<file path="src/core/fpoc_map.svh">
// Register offsets, field positions, reset values and timing counts
`ifndef FPOC_MAP_SVH
`define FPOC_MAP_SVH
// ----------------------------------------------------------------
// Register byte offsets
// ----------------------------------------------------------------
`define FPOC_OFF_CTRL 8'h00
`define FPOC_OFF_KEY 8'h04
`define FPOC_OFF_ADDR 8'h08
`define FPOC_OFF_PROT 8'h0c
`define FPOC_OFF_CFG 8'h10
// ----------------------------------------------------------------
// Control field positions
// ----------------------------------------------------------------
`define FPOC_BIT_GO 15
`define FPOC_BIT_ARM 14
`define FPOC_BIT_FAIL 13
`define FPOC_BIT_LOW 12
`define FPOC_BIT_SWAP 7
`define FPOC_OP_HI 3
// ----------------------------------------------------------------
// Reset values and unlock keys
// ----------------------------------------------------------------
`define FPOC_KEY_RST 32'h0000_0000
`define FPOC_KEY1 32'h1234_5678
`define FPOC_KEY2 32'h8765_4321
`define FPOC_PROT_RST 24'h00_0000
// ----------------------------------------------------------------
// Geometry and timing
// ----------------------------------------------------------------
`define FPOC_PAGE_BITS 14
`define FPOC_ROW_BITS 11
`define FPOC_OP_TIME_NS 200
`define FPOC_CLK_NS 10
`define FPOC_OP_CYC ((`FPOC_OP_TIME_NS + `FPOC_CLK_NS - 1) / `FPOC_CLK_NS)
`endif

</file>
<file path="src/core/fpoc_pkg.sv">
// Types shared by the flash operation controller
package fpoc_pkg;
  typedef enum logic [3:0] {
    FPOC_OP_NOP = 4'h0,
    FPOC_OP_WORD = 4'h1,
    FPOC_OP_QUAD = 4'h2,
    FPOC_OP_ROW = 4'h3,
    FPOC_OP_PAGE = 4'h4,
    FPOC_OP_LOWER = 4'h5,
    FPOC_OP_UPPER = 4'h6,
    FPOC_OP_ALL = 4'h7
  } fpoc_op_t;

  typedef enum logic [1:0] {
    FPOC_KEY_IDLE,
    FPOC_KEY_HALF,
    FPOC_KEY_OPEN
  } fpoc_key_t;

  typedef enum logic [1:0] {
    FPOC_ST_IDLE,
    FPOC_ST_BUSY,
    FPOC_ST_DONE
  } fpoc_st_t;

  // Request presented to the flash array
  typedef struct packed {
    logic valid;
    logic [3:0] op;
    logic [31:0] addr;
    logic swap;
    logic no_ecc;
  } fpoc_req_t;

  // Flash array answer
  typedef struct packed {
    logic done;
    logic fail;
  } fpoc_rsp_t;
endpackage : fpoc_pkg

</file>
<file path="src/core/fpoc_ctrl.sv">
// Flash operation controller with AHB-Lite register slave
`include "fpoc_map.svh"
module fpoc_ctrl #(
  parameter int OP_CYC = `FPOC_OP_CYC,
  parameter logic [31:0] KEY1 = `FPOC_KEY1,
  parameter logic [31:0] KEY2 = `FPOC_KEY2
) (
  // Clock and resets
  input wire logic hclk,
  input wire logic hresetn,
  input wire logic sys_rst_n,
  // AHB-Lite slave
  input wire logic hsel,
  input wire logic [31:0] haddr,
  input wire logic [1:0] htrans,
  input wire logic hwrite,
  input wire logic [2:0] hsize,
  input wire logic hready,
  input wire logic [31:0] hwdata,
  output logic [31:0] hrdata,
  output logic hreadyout,
  output logic hresp,
  // Flash array side
  output fpoc_pkg::fpoc_req_t flash_req,
  input fpoc_pkg::fpoc_rsp_t flash_rsp,
  input wire logic low_supply,
  output logic bank_swap
);
  // ----------------------------------------------------------------
  // Bus address phase capture
  // ----------------------------------------------------------------
  logic wr_pend_r;
  logic [7:0] wr_addr_r;
  logic [7:0] rd_addr;
  logic wr_en;
  logic [31:0] wd;

  always_ff @(posedge hclk or negedge hresetn) begin
    if (!hresetn) begin
      wr_pend_r <= 1'b0;
      wr_addr_r <= 8'h00;
    end else begin
      wr_pend_r <= hsel && hready && htrans[1] && hwrite;
      wr_addr_r <= haddr[7:0];
    end
  end

  assign wr_en = wr_pend_r;
  assign wd = hwdata;
  assign rd_addr = haddr[7:0];
  assign hreadyout = 1'b1;
  assign hresp = 1'b0;

  function automatic logic hit(input logic [7:0] a, input logic [7:0] off);
    hit = (a == off);
  endfunction : hit

  // ----------------------------------------------------------------
  // Registers
  // ----------------------------------------------------------------
  logic go_r, arm_r, fail_r, low_r, swap_r;
  logic [3:0] op_r;
  logic [31:0] addr_r;
  logic [23:0] prot_r;
  logic [1:0] ecc_r;
  fpoc_pkg::fpoc_key_t key_r;
  fpoc_pkg::fpoc_st_t st_r;
  logic [31:0] cnt_r;
  logic [31:0] key_last_r;
  logic ctrl_wr, key_wr, launch;
  logic done_ev, run_fail;

  assign ctrl_wr = wr_en && hit(wr_addr_r, `FPOC_OFF_CTRL);
  assign key_wr = wr_en && hit(wr_addr_r, `FPOC_OFF_KEY);
  // Launch needs arm, completed unlock and a set attempt
  assign launch = ctrl_wr && wd[`FPOC_BIT_GO] && arm_r && !go_r &&
                  key_r == fpoc_pkg::FPOC_KEY_OPEN;

  // Key sequencer; the captured word itself is never readable
  always_ff @(posedge hclk or negedge hresetn) begin
    if (!hresetn) begin
      key_r <= fpoc_pkg::FPOC_KEY_IDLE;
      key_last_r <= `FPOC_KEY_RST;
    end else begin
      if (key_wr) begin
        key_last_r <= wd;
        if (wd == KEY1) key_r <= fpoc_pkg::FPOC_KEY_HALF;
        else if (wd == KEY2 && key_r == fpoc_pkg::FPOC_KEY_HALF)
          key_r <= fpoc_pkg::FPOC_KEY_OPEN;
        else key_r <= fpoc_pkg::FPOC_KEY_IDLE;
      end else if (launch) begin
        key_r <= fpoc_pkg::FPOC_KEY_IDLE;
      end
    end
  end

  // Ordinary-reset registers: address, protection, ECC policy
  always_ff @(posedge hclk or negedge sys_rst_n) begin
    if (!sys_rst_n) begin
      addr_r <= 32'h0000_0000;
      prot_r <= `FPOC_PROT_RST;
      ecc_r <= 2'h0;
      swap_r <= 1'b0;
    end else if (wr_en) begin
      if (hit(wr_addr_r, `FPOC_OFF_ADDR)) addr_r <= wd;
      if (hit(wr_addr_r, `FPOC_OFF_PROT)) prot_r <= wd[23:0];
      if (hit(wr_addr_r, `FPOC_OFF_CFG)) ecc_r <= wd[1:0];
      if (ctrl_wr) swap_r <= wd[`FPOC_BIT_SWAP];
    end
  end
  assign bank_swap = swap_r;

  // Op select and arm: hresetn is the power-on reset only
  always_ff @(posedge hclk or negedge hresetn) begin
    if (!hresetn) begin
      arm_r <= 1'b0;
      op_r <= 4'h0;
    end else if (ctrl_wr) begin
      arm_r <= wd[`FPOC_BIT_ARM];
      if (!arm_r) op_r <= wd[`FPOC_OP_HI:0];
    end
  end

  // ----------------------------------------------------------------
  // Protection check
  // ----------------------------------------------------------------
  // Pages below the boundary are protected; boundary zero frees all
  function automatic logic prot_hit(input logic [31:0] a,
                                    input logic [23:0] b);
    prot_hit = (a[23:0] < b);
  endfunction : prot_hit

  logic [31:0] eff_addr;
  logic rejected, nop_op;
  logic [31:0] half_base;

  always_comb begin
    eff_addr = addr_r;
    half_base = 32'h0080_0000;
    rejected = 1'b0;
    nop_op = 1'b0;
    unique case (op_r)
      fpoc_pkg::FPOC_OP_NOP: nop_op = 1'b1;
      fpoc_pkg::FPOC_OP_WORD: begin
        eff_addr = {addr_r[31:2], 2'b00};
        rejected = prot_hit(eff_addr, prot_r);
        nop_op = (ecc_r == 2'h0);
      end
      fpoc_pkg::FPOC_OP_QUAD: begin
        eff_addr = {addr_r[31:4], 4'h0};
        rejected = prot_hit(eff_addr, prot_r);
      end
      fpoc_pkg::FPOC_OP_ROW: begin
        eff_addr = {addr_r[31:`FPOC_ROW_BITS],
                    {`FPOC_ROW_BITS{1'b0}}};
        rejected = prot_hit(eff_addr, prot_r);
      end
      fpoc_pkg::FPOC_OP_PAGE: begin
        eff_addr = {addr_r[31:`FPOC_PAGE_BITS],
                    {`FPOC_PAGE_BITS{1'b0}}};
        rejected = prot_hit(eff_addr, prot_r);
      end
      fpoc_pkg::FPOC_OP_LOWER: rejected = (prot_r != 24'h0);
      fpoc_pkg::FPOC_OP_UPPER:
        rejected = prot_hit(half_base, prot_r);
      fpoc_pkg::FPOC_OP_ALL: rejected = (prot_r != 24'h0);
      default: rejected = 1'b1;
    endcase
  end

  // ----------------------------------------------------------------
  // Operation sequencer
  // ----------------------------------------------------------------
  always_ff @(posedge hclk or negedge hresetn) begin
    if (!hresetn) begin
      st_r <= fpoc_pkg::FPOC_ST_IDLE;
      go_r <= 1'b0;
      cnt_r <= 32'h0;
      run_fail <= 1'b0;
      flash_req <= '0;
    end else begin
      flash_req.valid <= 1'b0;
      unique case (st_r)
        fpoc_pkg::FPOC_ST_IDLE: if (launch) begin
          go_r <= 1'b1;
          cnt_r <= 32'h0;
          run_fail <= rejected;
          if (!rejected && !nop_op) begin
            flash_req.valid <= 1'b1;
            flash_req.op <= op_r;
            flash_req.addr <= eff_addr;
            flash_req.swap <= swap_r;
            flash_req.no_ecc <= (op_r == fpoc_pkg::FPOC_OP_WORD);
            st_r <= fpoc_pkg::FPOC_ST_BUSY;
          end else begin
            st_r <= fpoc_pkg::FPOC_ST_DONE;
          end
        end
        fpoc_pkg::FPOC_ST_BUSY: begin
          cnt_r <= cnt_r + 32'h1;
          if (flash_rsp.done && cnt_r >= OP_CYC - 1) begin
            run_fail <= flash_rsp.fail;
            st_r <= fpoc_pkg::FPOC_ST_DONE;
          end
        end
        fpoc_pkg::FPOC_ST_DONE: begin
          go_r <= 1'b0;
          st_r <= fpoc_pkg::FPOC_ST_IDLE;
        end
      endcase
    end
  end

  assign done_ev = (st_r == fpoc_pkg::FPOC_ST_DONE);

  // Flags: hardware set wins over the op-0000 clear
  always_ff @(posedge hclk or negedge hresetn) begin
    if (!hresetn) begin
      fail_r <= 1'b0;
      low_r <= 1'b0;
    end else begin
      if (done_ev && run_fail) fail_r <= 1'b1;
      else if (launch && op_r == 4'h0) fail_r <= 1'b0;
      if (st_r == fpoc_pkg::FPOC_ST_BUSY && low_supply)
        low_r <= 1'b1;
      else if (launch && op_r == 4'h0) low_r <= 1'b0;
    end
  end

  // ----------------------------------------------------------------
  // Read data, registered in the data phase
  // ----------------------------------------------------------------
  always_ff @(posedge hclk or negedge hresetn) begin
    if (!hresetn) begin
      hrdata <= 32'h0;
    end else if (hsel && hready && htrans[1] && !hwrite) begin
      unique case (rd_addr)
        `FPOC_OFF_CTRL: hrdata <= {16'h0, go_r, arm_r, fail_r, low_r,
                                   4'h0, swap_r, 3'h0, op_r};
        `FPOC_OFF_KEY: hrdata <= 32'h0;
        `FPOC_OFF_ADDR: hrdata <= addr_r;
        `FPOC_OFF_PROT: hrdata <= {8'h0, prot_r};
        `FPOC_OFF_CFG: hrdata <= {30'h0, ecc_r};
        default: hrdata <= 32'h0;
      endcase
    end
  end

  // ----------------------------------------------------------------
  // Checks
  // ----------------------------------------------------------------
  a_go_needs_unlock: assert property (@(posedge hclk) disable iff (!hresetn)
    $rose(go_r) |-> $past(arm_r) && $past(key_r) == fpoc_pkg::FPOC_KEY_OPEN)
    else $error("launch set without arm and unlock");
  a_op_frozen_armed: assert property (@(posedge hclk) disable iff (!hresetn)
    $past(arm_r) && $past(st_r) == fpoc_pkg::FPOC_ST_IDLE |-> $stable(op_r))
    else $error("op select changed while armed");
  a_fail_on_reject: assert property (@(posedge hclk) disable iff (!hresetn)
    launch && rejected |=> ##1 fail_r)
    else $error("rejected op did not flag failure");
  a_flags_clear_nop: assert property (@(posedge hclk) disable iff (!hresetn)
    launch && op_r == 4'h0 && !low_supply |=> !fail_r && !low_r)
    else $error("flags not cleared by no-op launch");
  a_low_seen: assert property (@(posedge hclk) disable iff (!hresetn)
    st_r == fpoc_pkg::FPOC_ST_BUSY && low_supply |=> low_r)
    else $error("low supply not flagged");
  a_word_ecc_nop: assert property (@(posedge hclk) disable iff (!hresetn)
    launch && op_r == 4'h1 && ecc_r == 2'h0 |=> !flash_req.valid)
    else $error("word program issued under ECC policy 00");
  a_all_erase_prot: assert property (@(posedge hclk) disable iff (!hresetn)
    flash_req.valid && flash_req.op == 4'h7 |-> $past(prot_r) == 24'h0)
    else $error("full erase issued with protection");
  a_page_aligned: assert property (@(posedge hclk) disable iff (!hresetn)
    flash_req.valid && flash_req.op == 4'h4 |-> flash_req.addr[13:0] == 14'h0)
    else $error("page erase address not aligned");
  a_go_clears: assert property (@(posedge hclk) disable iff (!hresetn)
    done_ev |=> !go_r)
    else $error("launch bit not cleared at finish");
endmodule : fpoc_ctrl

</file>
<file path="config.mk">
export PLATFORM = sky130hd
export DESIGN_NAME = fpoc_ctrl
export DESIGN_NICKNAME = d
export VERILOG_FILES = /design/src/core/fpoc_pkg.sv /design/src/core/fpoc_ctrl.sv
export VERILOG_INCLUDE_DIRS = /design/src /design/src/core
export SDC_FILE = /design/constraint.sdc
export NUM_CORES = 1
export LEC_CHECK = 0
export ABC_CLOCK_PERIOD_IN_PS = 4300
export BUFFER_PORTS_ARGS = -buffer_cell sky130_fd_sc_hd__buf_2
export CAP_MARGIN = 5
export CORE_MARGIN = 2
export CORE_UTILIZATION = 30
export DETAILED_ROUTE_END_ITERATION = 8
export PLACE_DENSITY = 0.57
export SLEW_MARGIN = 20
export SYNTH_ARGS = -nofsm -noshare
export SYNTH_HDL_FRONTEND = slang
export SYNTH_SLANG_ARGS = --single-unit
export TNS_END_PERCENT = 1
</file>
<file path="constraint.sdc">
create_clock -name hclk -period 4.3 [get_ports hclk]
set_input_delay 0.215 -clock hclk [delete_from_list [all_inputs] [get_ports hclk]]
set_output_delay 0.215 -clock hclk [all_outputs]
set_load 0.05 [all_outputs]
</file>
==> key figures, run 1 <==
STA
  • Final min period: 3380 ps
  • Min Hold Slack: 40.2 ps
  • Setup Skew: 17.1 ps
  • Final hold vios: 0
  • Worst Slack Setup Final: 919 ps
  • Final TNS setup: 0 ps
  • RSZ-0062 raised after global routing: no
  • Tcrit/Tclk final: 0.786
  • Rel. slew slack: 0.454
  • Final setup viols: 0
  • Slew @ Worst Pin: 820 ps
  • Fin. max-slew vios: 0
  • Max Freq: 0.296 GHz

Yosys
  • Most common cell in the synthesized netlist: dfrtp_1
  • Area leader, netlist: dfrtp_1
  • Mapped Area: between 8000 and 9000 sq um
  • Syn nets: around 900
  • Yosys reg bits: 184
  • Synth cell count leaders: dfrtp_1 (184), mux2_2 (85), nand2_1 (83), nor2_1 (68), inv_1 (46)
  • Sequential area share after synthesis: 0.520
  • Synth Warn #: 0
  • Synth Instances: 810
  • Main flop type after synthesis: dfrtp_1
  • Synth top area cells: dfrtp_1 (52%), mux2_2 (11%), ha_1 (3.7%)
  • Async S/R FF share, synth: 1.00
  • Mean Syn Cell Area: about 11 sq um
  • Netlist cell types: a little under 60
  • Post-synth top area share: 0.520
  • Post-synth EDFFs: 0

Floorplan
  • Io pins: around 150
  • Initial core utilization: 0.307
  • Core ar.: between 20,000 and 30,000 sq um
  • Die area: between 30,000 and 40,000 sq um
  • Site Rows: 62
  • Die Wd: roughly 180 um
  • Die height: about 180 um

CTS
  • Num CTS Buffers: 17
  • Clk_lat worst skew: roughly 440 ps
  • CTS tree: done
  • Clock buffer depth: 2
  • Clk root buf: clkbuf_16
  • Reg clk slew, reported paths: roughly 80 ps
  • H-tree levels: 4
  • Clock sinks: 184
  • Post-CTS sizing: 0

Worst setup path
  • Critical path class: flop to flop
  • Cells along the critical path: inv_1 > ha_1 > nand4_1 > nor3_1 > nand3_1 > a211oi_1 > o21ai_2 > nor4_4 > buf_4 > mux2_2
  • Reg2reg end: flash_req[17]
  • Req. time, crit path: between 4000 and 5000 ps
  • Worst r2r src: prot_r[23]
  • Crit path max fanout: 28
  • R2r worst-path depth: 10
  • Crit-path slowest cell: dfrtp_1
  • Crit path largest cell delay: ~490 ps
  • Reg2reg setup slack: around 920 ps
  • CP Launch Type: flop
  • Worst Setup End Kind: flop
  • Setup crit end: flash_req[17]
  • Crit path from: prot_r[23]
  • Worst endpoint data arrival time: approximately 3700 ps

Placed design
  • Placer Congestion: between 0.8 and 0.9
  • Placed cell area: a little under 10,000 sq um
  • DP Worst Slack: slightly below 900 ps
  • Port Buf Inserts: roughly 120
  • Post-detail-place hpwl: 16,900 um

GRT
  • Largest net degree at the start of global routing: 78
  • Vias in the first global route: roughly 6,500
  • Global-route wire length before repair: 37,300 um
  • Congestion Overflow GR: 0
  • Gr usage total: 0.156
  • Initial antenna violation count: 1

Min path
  • Min-delay src: hwdata[27]
  • Hold Crit Class: input port to flop

Drt
  • 1st-pass router iterations: 4
  • Detail Route Antenna Nets: 0
  • Drt drc: 0
  • Via density: slightly below 5
  • Vias: around 6,600
  • Final wirelength: around 24,000 um
  • 1st-iter DRT viols: 435
  • WL per Instance: 17.6 um

Power
  • Maximum vdd drop: about 270 uV
  • Power per cell area: between 300 and 400 nW/um^2
  • Clock share of power: 0.443
  • Leak pwr: 5.08 nW
  • Sw Pwr: 0.953 mW
  • Comb power frac: 0.062
  • Cell Int Power: approximately 2.7 mW
  • Sw Ratio: 0.264
  • Reg power frac: 0.495

Status
  • Outcome: completed

Layout
  • Final instance area: 10,600 sq um
  • Final net count: ~1,000
  • Inserted Diodes: 0
  • Layout overhead on the synthesized area: 19.5%
  • Layout cell share with drive strength beyond 1: 0.279

Flow run
  • Maxcap violations: 0
[power by group through the flow]
stage	Combinational [mW]	Sequential (mW)	Clock [mW]
finish	0.226	1.79	1.60
floorplan	0.0676	1.86	0
global route	0.248	1.79	1.72
global placement	0.220	1.82	0
CTS	0.229	1.79	1.65
detailed placement	0.222	1.82	0
[logic make-up (layout without fill, tap and decap cells)]
| logic type | count (synthesis) | count (layout) | synth area share |
|---|---|---|---|
| xor gates and xnor gates | 26 | 26 | 0.0257 |
| DFF | 184 | 184 | 0.520 |
| adders and majority gates | 26 | 26 | 0.0368 |
| and+or+nand+nor | 274 | 274 | 0.154 |
| AOI/OAI and AO/OA | 112 | 112 | 0.0866 |
| other | 2 | 2 | 0.000849 |
| buffers and inverters | 78 | 222 | 0.0402 |
| muxes | 108 | 108 | 0.136 |
[per-layer routing]
metal  vias up  part of all wire  GRT usage  wire length (um)
met2       135              0.48      0.254             11200
met3        19             0.043     0.0353              1020
met5         -           0.00068          0                16
met4         2             0.014     0.0368               332
met1      3309              0.47      0.212             11000
li1       3138                 -          -                 -
[sequential cells by signal (all words and copies together), names as in the netlist]
signal     count
ecc_r          2
arm_r          1
op_r           4
addr_r        32
wr_en          1
wr_addr_r      8
fail_r         1
key_r          2
run_fail       1
cnt_r         32
st_r           2
low_r          1
flash_req     39
go_r           1
prot_r        24
bank_swap      1
hrdata        32
[through the flow]
stage | cells | total power [mW] | utilization
final | 1338 | 3.62 | 0.366
after global placement | 1297 | 2.04 | 0.342
after CTS | 1338 | 3.67 | 0.366
after global routing | 1338 | 3.76 | 0.366
after detailed placement | 1297 | 2.05 | 0.342
after floorplan | 810 | 1.93 | -
[critical path: cells and delay by family (launching register included)]
kind	cells	cell delay, ps
compound gates	2	490
simple gates	4	1050
fa+ha+maj	1	290
flops	1	490
mux	1	400
buf+inv	2	540
[area by class of cell]
class | count | area, sq um
clock buffer | 17 | 425
clock inverter | 15 | 178
fill | 2919 | 18300
inverter | 46 | 173
multi-input combinational | 548 | 3910
sequential | 184 | 4600
tap | 384 | 480
timing repair buffer | 144 | 807
[layout by cell type, fill, tap and decap left out, types with 12 or more instances in the layout]
master     netlist  routed
nor2_1          68      67
inv_1           46      46
nor4_1          14      14
a21oi_1         22      22
nand3_1         29      29
xnor2_1         17      17
nand2_1         83      83
dfrtp_1        184     184
nor3_1          17      16
a22oi_1         15      15
o21ai_0         33      33
buf_2            1     120
ha_1            26      26
mux2_2          85      85
clkbuf_16        0      17
buf_4            6      14
mux2i_1         12      12
[worst min path at each step]
stage                     slack (ps)  depth (start not counted)            to
after floorplan                  -80                          0     addr_r[0]
after global placement           340                          1  wr_addr_r[1]
after detailed placement         340                          1  wr_addr_r[1]
after CTS                         20                          2    addr_r[27]
after global routing              20                          2    addr_r[27]
final                             40                          2    addr_r[27]
[repair_timing]
| action | 4_1_cts | 5_1_grt |
|---|---|---|
| setup buffers | 0 | 0 |
| hold endpoints to repair | 79 | 0 |
| hold buffers | 9 | 0 |
No activity file was read; power rests on OpenSTA's default activity.
==> inputs of run 2 (changes only) <==
--- a/config.mk
+++ b/config.mk
@@ -6,7 +6,8 @@
 export SDC_FILE = /design/constraint.sdc
 export NUM_CORES = 1
 export LEC_CHECK = 0
-export ABC_CLOCK_PERIOD_IN_PS = 4300
+export ABC_AREA = 1
+export ABC_CLOCK_PERIOD_IN_PS = 3300
 export BUFFER_PORTS_ARGS = -buffer_cell sky130_fd_sc_hd__buf_2
 export CAP_MARGIN = 5
 export CORE_MARGIN = 2
==> constraint.sdc (replaced) <==
create_clock -name hclk -period 3.3 [get_ports hclk]
set_input_delay 0.165 -clock hclk [delete_from_list [all_inputs] [get_ports hclk]]
set_output_delay 0.165 -clock hclk [all_outputs]
set_load 0.05 [all_outputs]
==> run 2 against run 1 <==
Against the previous run:
- clock skew shrank 3.4 ps
- final area rose by 7.0%
- total power grew 29%
- flip-flop and latch count unchanged
==> key figures, run 2 <==
Floorplan
  • Initial core utilization: 0.303 (was 0.307)
  • Core ar.: 31,400 sq um (was 28,900 sq um)
  • Site Rows: 65 (was 62)
  • Die Wd: 182 um (was 176 um)
  • Die area: 33,200 sq um (was 30,900 sq um)
  • Die height: 182 um (was 176 um)
  • Io pins: 152 (unchanged)

CTS
  • Reg clk slew, reported paths: 80 ps (about the same)
  • Clk root buf: clkbuf_16 (unchanged)
  • Clk_lat worst skew: 440 ps (about the same)
  • Clock buffer depth: 2 (unchanged)
  • CTS tree: done (unchanged)
  • H-tree levels: 4 (unchanged)
  • Clock sinks: 184 (unchanged)
  • Num CTS Buffers: 17 (unchanged)
  • Postcts setup bufs: 0 (unchanged)

STA
  • Final min period: 2520 ps (was 3380 ps)
  • Slew @ Worst Pin: 852 ps (was 820 ps)
  • Rel. slew slack: 0.430 (was 0.454)
  • Final hold vios: 0 (unchanged)
  • Tcrit/Tclk final: 0.764 (was 0.786)
  • Final setup viols: 0 (unchanged)
  • Final TNS setup: 0 ps (unchanged)
  • RSZ-0062 raised after global routing: no (unchanged)
  • Max Freq: 0.397 GHz (was 0.296 GHz)
  • Setup Skew: 13.7 ps (was 17.1 ps)
  • Fin. max-slew vios: 0 (unchanged)

Yosys
  • Most common cell in the synthesized netlist: nand2_1 (was dfrtp_1)
  • Yosys reg bits: 184 (unchanged)
  • Async S/R FF share, synth: 1.00 (unchanged)
  • Netlist cell types: 47 (was 59)
  • Sequential area share after synthesis: 0.484 (was 0.520)
  • Synth Warn #: 0 (unchanged)
  • Mapped Area: 9510 sq um (was 8850 sq um)
  • Synth top area cells: dfrtp_1 (48%), nand2_1 (15%), inv_1 (5.6%) (was dfrtp_1 (52%), mux2_2 (11%), ha_1 (3.7%))
  • Synth Instances: 1,222 (was 810)
  • Area leader, netlist: dfrtp_1 (unchanged)
  • Syn nets: 1,326 (was 914)
  • Mean Syn Cell Area: 7.79 sq um (was 10.9 sq um)
  • Main flop type after synthesis: dfrtp_1 (unchanged)
  • Post-synth top area share: 0.484 (was 0.520)
  • Post-synth EDFFs: 0 (unchanged)
  • Synth cell count leaders: nand2_1 (380), dfrtp_1 (184), inv_1 (141), o21ai_0 (96), nor2_1 (83) (was dfrtp_1 (184), mux2_2 (85), nand2_1 (83), nor2_1 (68), inv_1 (46))

Power
  • Leak pwr: 6.09 nW (was 5.08 nW)
  • Maximum vdd drop: 357 uV (was 265 uV)
  • Power per cell area: 414 nW/um^2 (was 342 nW/um^2)
  • Pwr Total: 4.68 mW (was 3.62 mW)

GRT
  • Congestion Overflow GR: 0 (unchanged)
  • Largest net degree at the start of global routing: 66 (was 78)
  • Vias in the first global route: 8,345 (was 6,549)
  • Gr usage total: 0.175 (was 0.156)
  • Global-route wire length before repair: 45,500 um (was 37,300 um)
  • Initial antenna violation count: 0 (was 1)

Status
  • Outcome: completed (unchanged)

Drt
  • 1st-iter DRT viols: 571 (was 435)
  • Vias: 8,542 (was 6,603)
  • Drt drc: 0 (unchanged)
  • Final wirelength: 28,200 um (was 23,600 um)
  • Via density: 4.83 (was 4.93)
  • Detail Route Antenna Nets: 0 (unchanged)
  • 1st-pass router iterations: 5 (was 4)
  • WL per Instance: 15.9 um (was 17.6 um)

Layout
  • Final net count: 1,457 (was 1,045)
  • Register with the most flip-flops: flash_req (unchanged)
  • Layout overhead on the synthesized area: 18.9% (was 19.5%)
  • Commonest non-fill, non-tap cell in the layout: nand2_1 (was dfrtp_1)
  • Final cell count without fillers: 1,768 (was 1,338)
  • Area of the multi-input gates: 4140 sq um (was 3910 sq um)
  • Most frequent cells in the layout: nand2_1 (380), dfrtp_1 (184), inv_1 (141) (was dfrtp_1 (184), buf_2 (120), mux2_2 (85))
  • Fillcell total: 3,374 (was 2,919)
  • Reg area: 4600 sq um (unchanged)
  • Layout cell share with drive strength beyond 1: 0.147 (was 0.279)
  • Final instance area: 11,300 sq um (was 10,600 sq um)
  • Largest register FFs: 39 (unchanged)
  • Util after Layout: 0.360 (was 0.366)
  • Inserted Diodes: 0 (unchanged)

Worst setup path
  • Critical path class: flop to flop (unchanged)
  • Worst Setup End Kind: flop (unchanged)
  • Worst endpoint data arrival time: 2840 ps (was 3700 ps)
  • Req. time, crit path: 3620 ps (was 4620 ps)
  • CP Launch Type: flop (unchanged)
  • Crit path max fanout: 35 (was 28)

Placed design
  • Post-detail-place hpwl: 20,900 um (was 16,900 um)
  • Placer Congestion: 0.910 (was 0.845)
  • Cells after DPL: 1,716 (was 1,297)
  • Port Buf Inserts: 121 (unchanged)
  • Placed cell area: 10,500 sq um (was 9880 sq um)

Min path
  • Hold Crit Class: input port to flop (unchanged)

Flow run
  • Maxcap violations: 0 (unchanged)
-- run 2: critical path, stage by stage, from the launching register on --
cell and delay, ps:
dfrtp_1 400, inv_1 80, ha_1 160, clkinv_1 360, o21ai_4 820, nand3_1 210, nor3_1 260, a21oi_1 100
-- run 2: kinds of logic (layout without fill, tap and decap cells) --
kind of cell	count (synthesis)	count (layout)	synth area share
compound gates	159	159	0.0917
flops	184	184	0.484
mux	2	2	0.00237
xor+xnor	6	6	0.00552
fa+ha+maj	26	26	0.0342
buf+inv	188	332	0.0823
other cells	2	2	0.000789
simple gates	655	655	0.299
-- run 2: final cells by class --
type	count	area share
Clock buffer	18	0.0388
Clock inverter	14	0.0145
Inverter	146	0.0484
Multi-Input combinational cell	850	0.366
Sequential cell	184	0.407
Tap cell	402	0.0444
Timing Repair Buffer	154	0.0812
-- run 2: path summary, 6_finish.rpt --
path	from	endpoint	slack, ps	cells after the start
setup / recovery	st_r[1]	cnt_r[10]	780	7
hold / removal	hwdata[30]	addr_r[30]	20	3
setup reg to reg	st_r[1]	cnt_r[10]	780	7
hold reg to reg	flash_req[10]	flash_req[10]	470	2
max in group asynchronous	hresetn	flash_req[7]	2040	3
min in group asynchronous	sys_rst_n	prot_r[9]	200	2
-- run 2: metal layers --
metal / up-vias / GRT usage / routed length (um)
met5: - / 0 / 0
met3: 24 / 0.0293 / 1120
met2: 184 / 0.291 / 13500
li1: 4221 / - / -
met4: 0 / 0.0471 / 465
met1: 4113 / 0.237 / 13000
-- run 2: timing repair --
action / in CTS / in global routing
hold buffers: 20 / 0
endpoints found under the hold margin: 98 / 0
resized for setup: 0 / 0
-- run 2: stage by stage --
| stage | hold WS [ps] | worst slack (ps) |
|---|---|---|
| global route | 15.7 | 473 |
| detailed placement | 148 | 750 |
| global placement | 150 | 767 |
| floorplan | -131 | 1350 |
| finish | 19.6 | 780 |
| CTS | 1.15 | 764 |
-- run 2: report_power, final --
part	internal, mW	switching (mW)
Combinational	0.0784	0.172
Clock	1.16	0.981
Sequential	2.27	0.0168
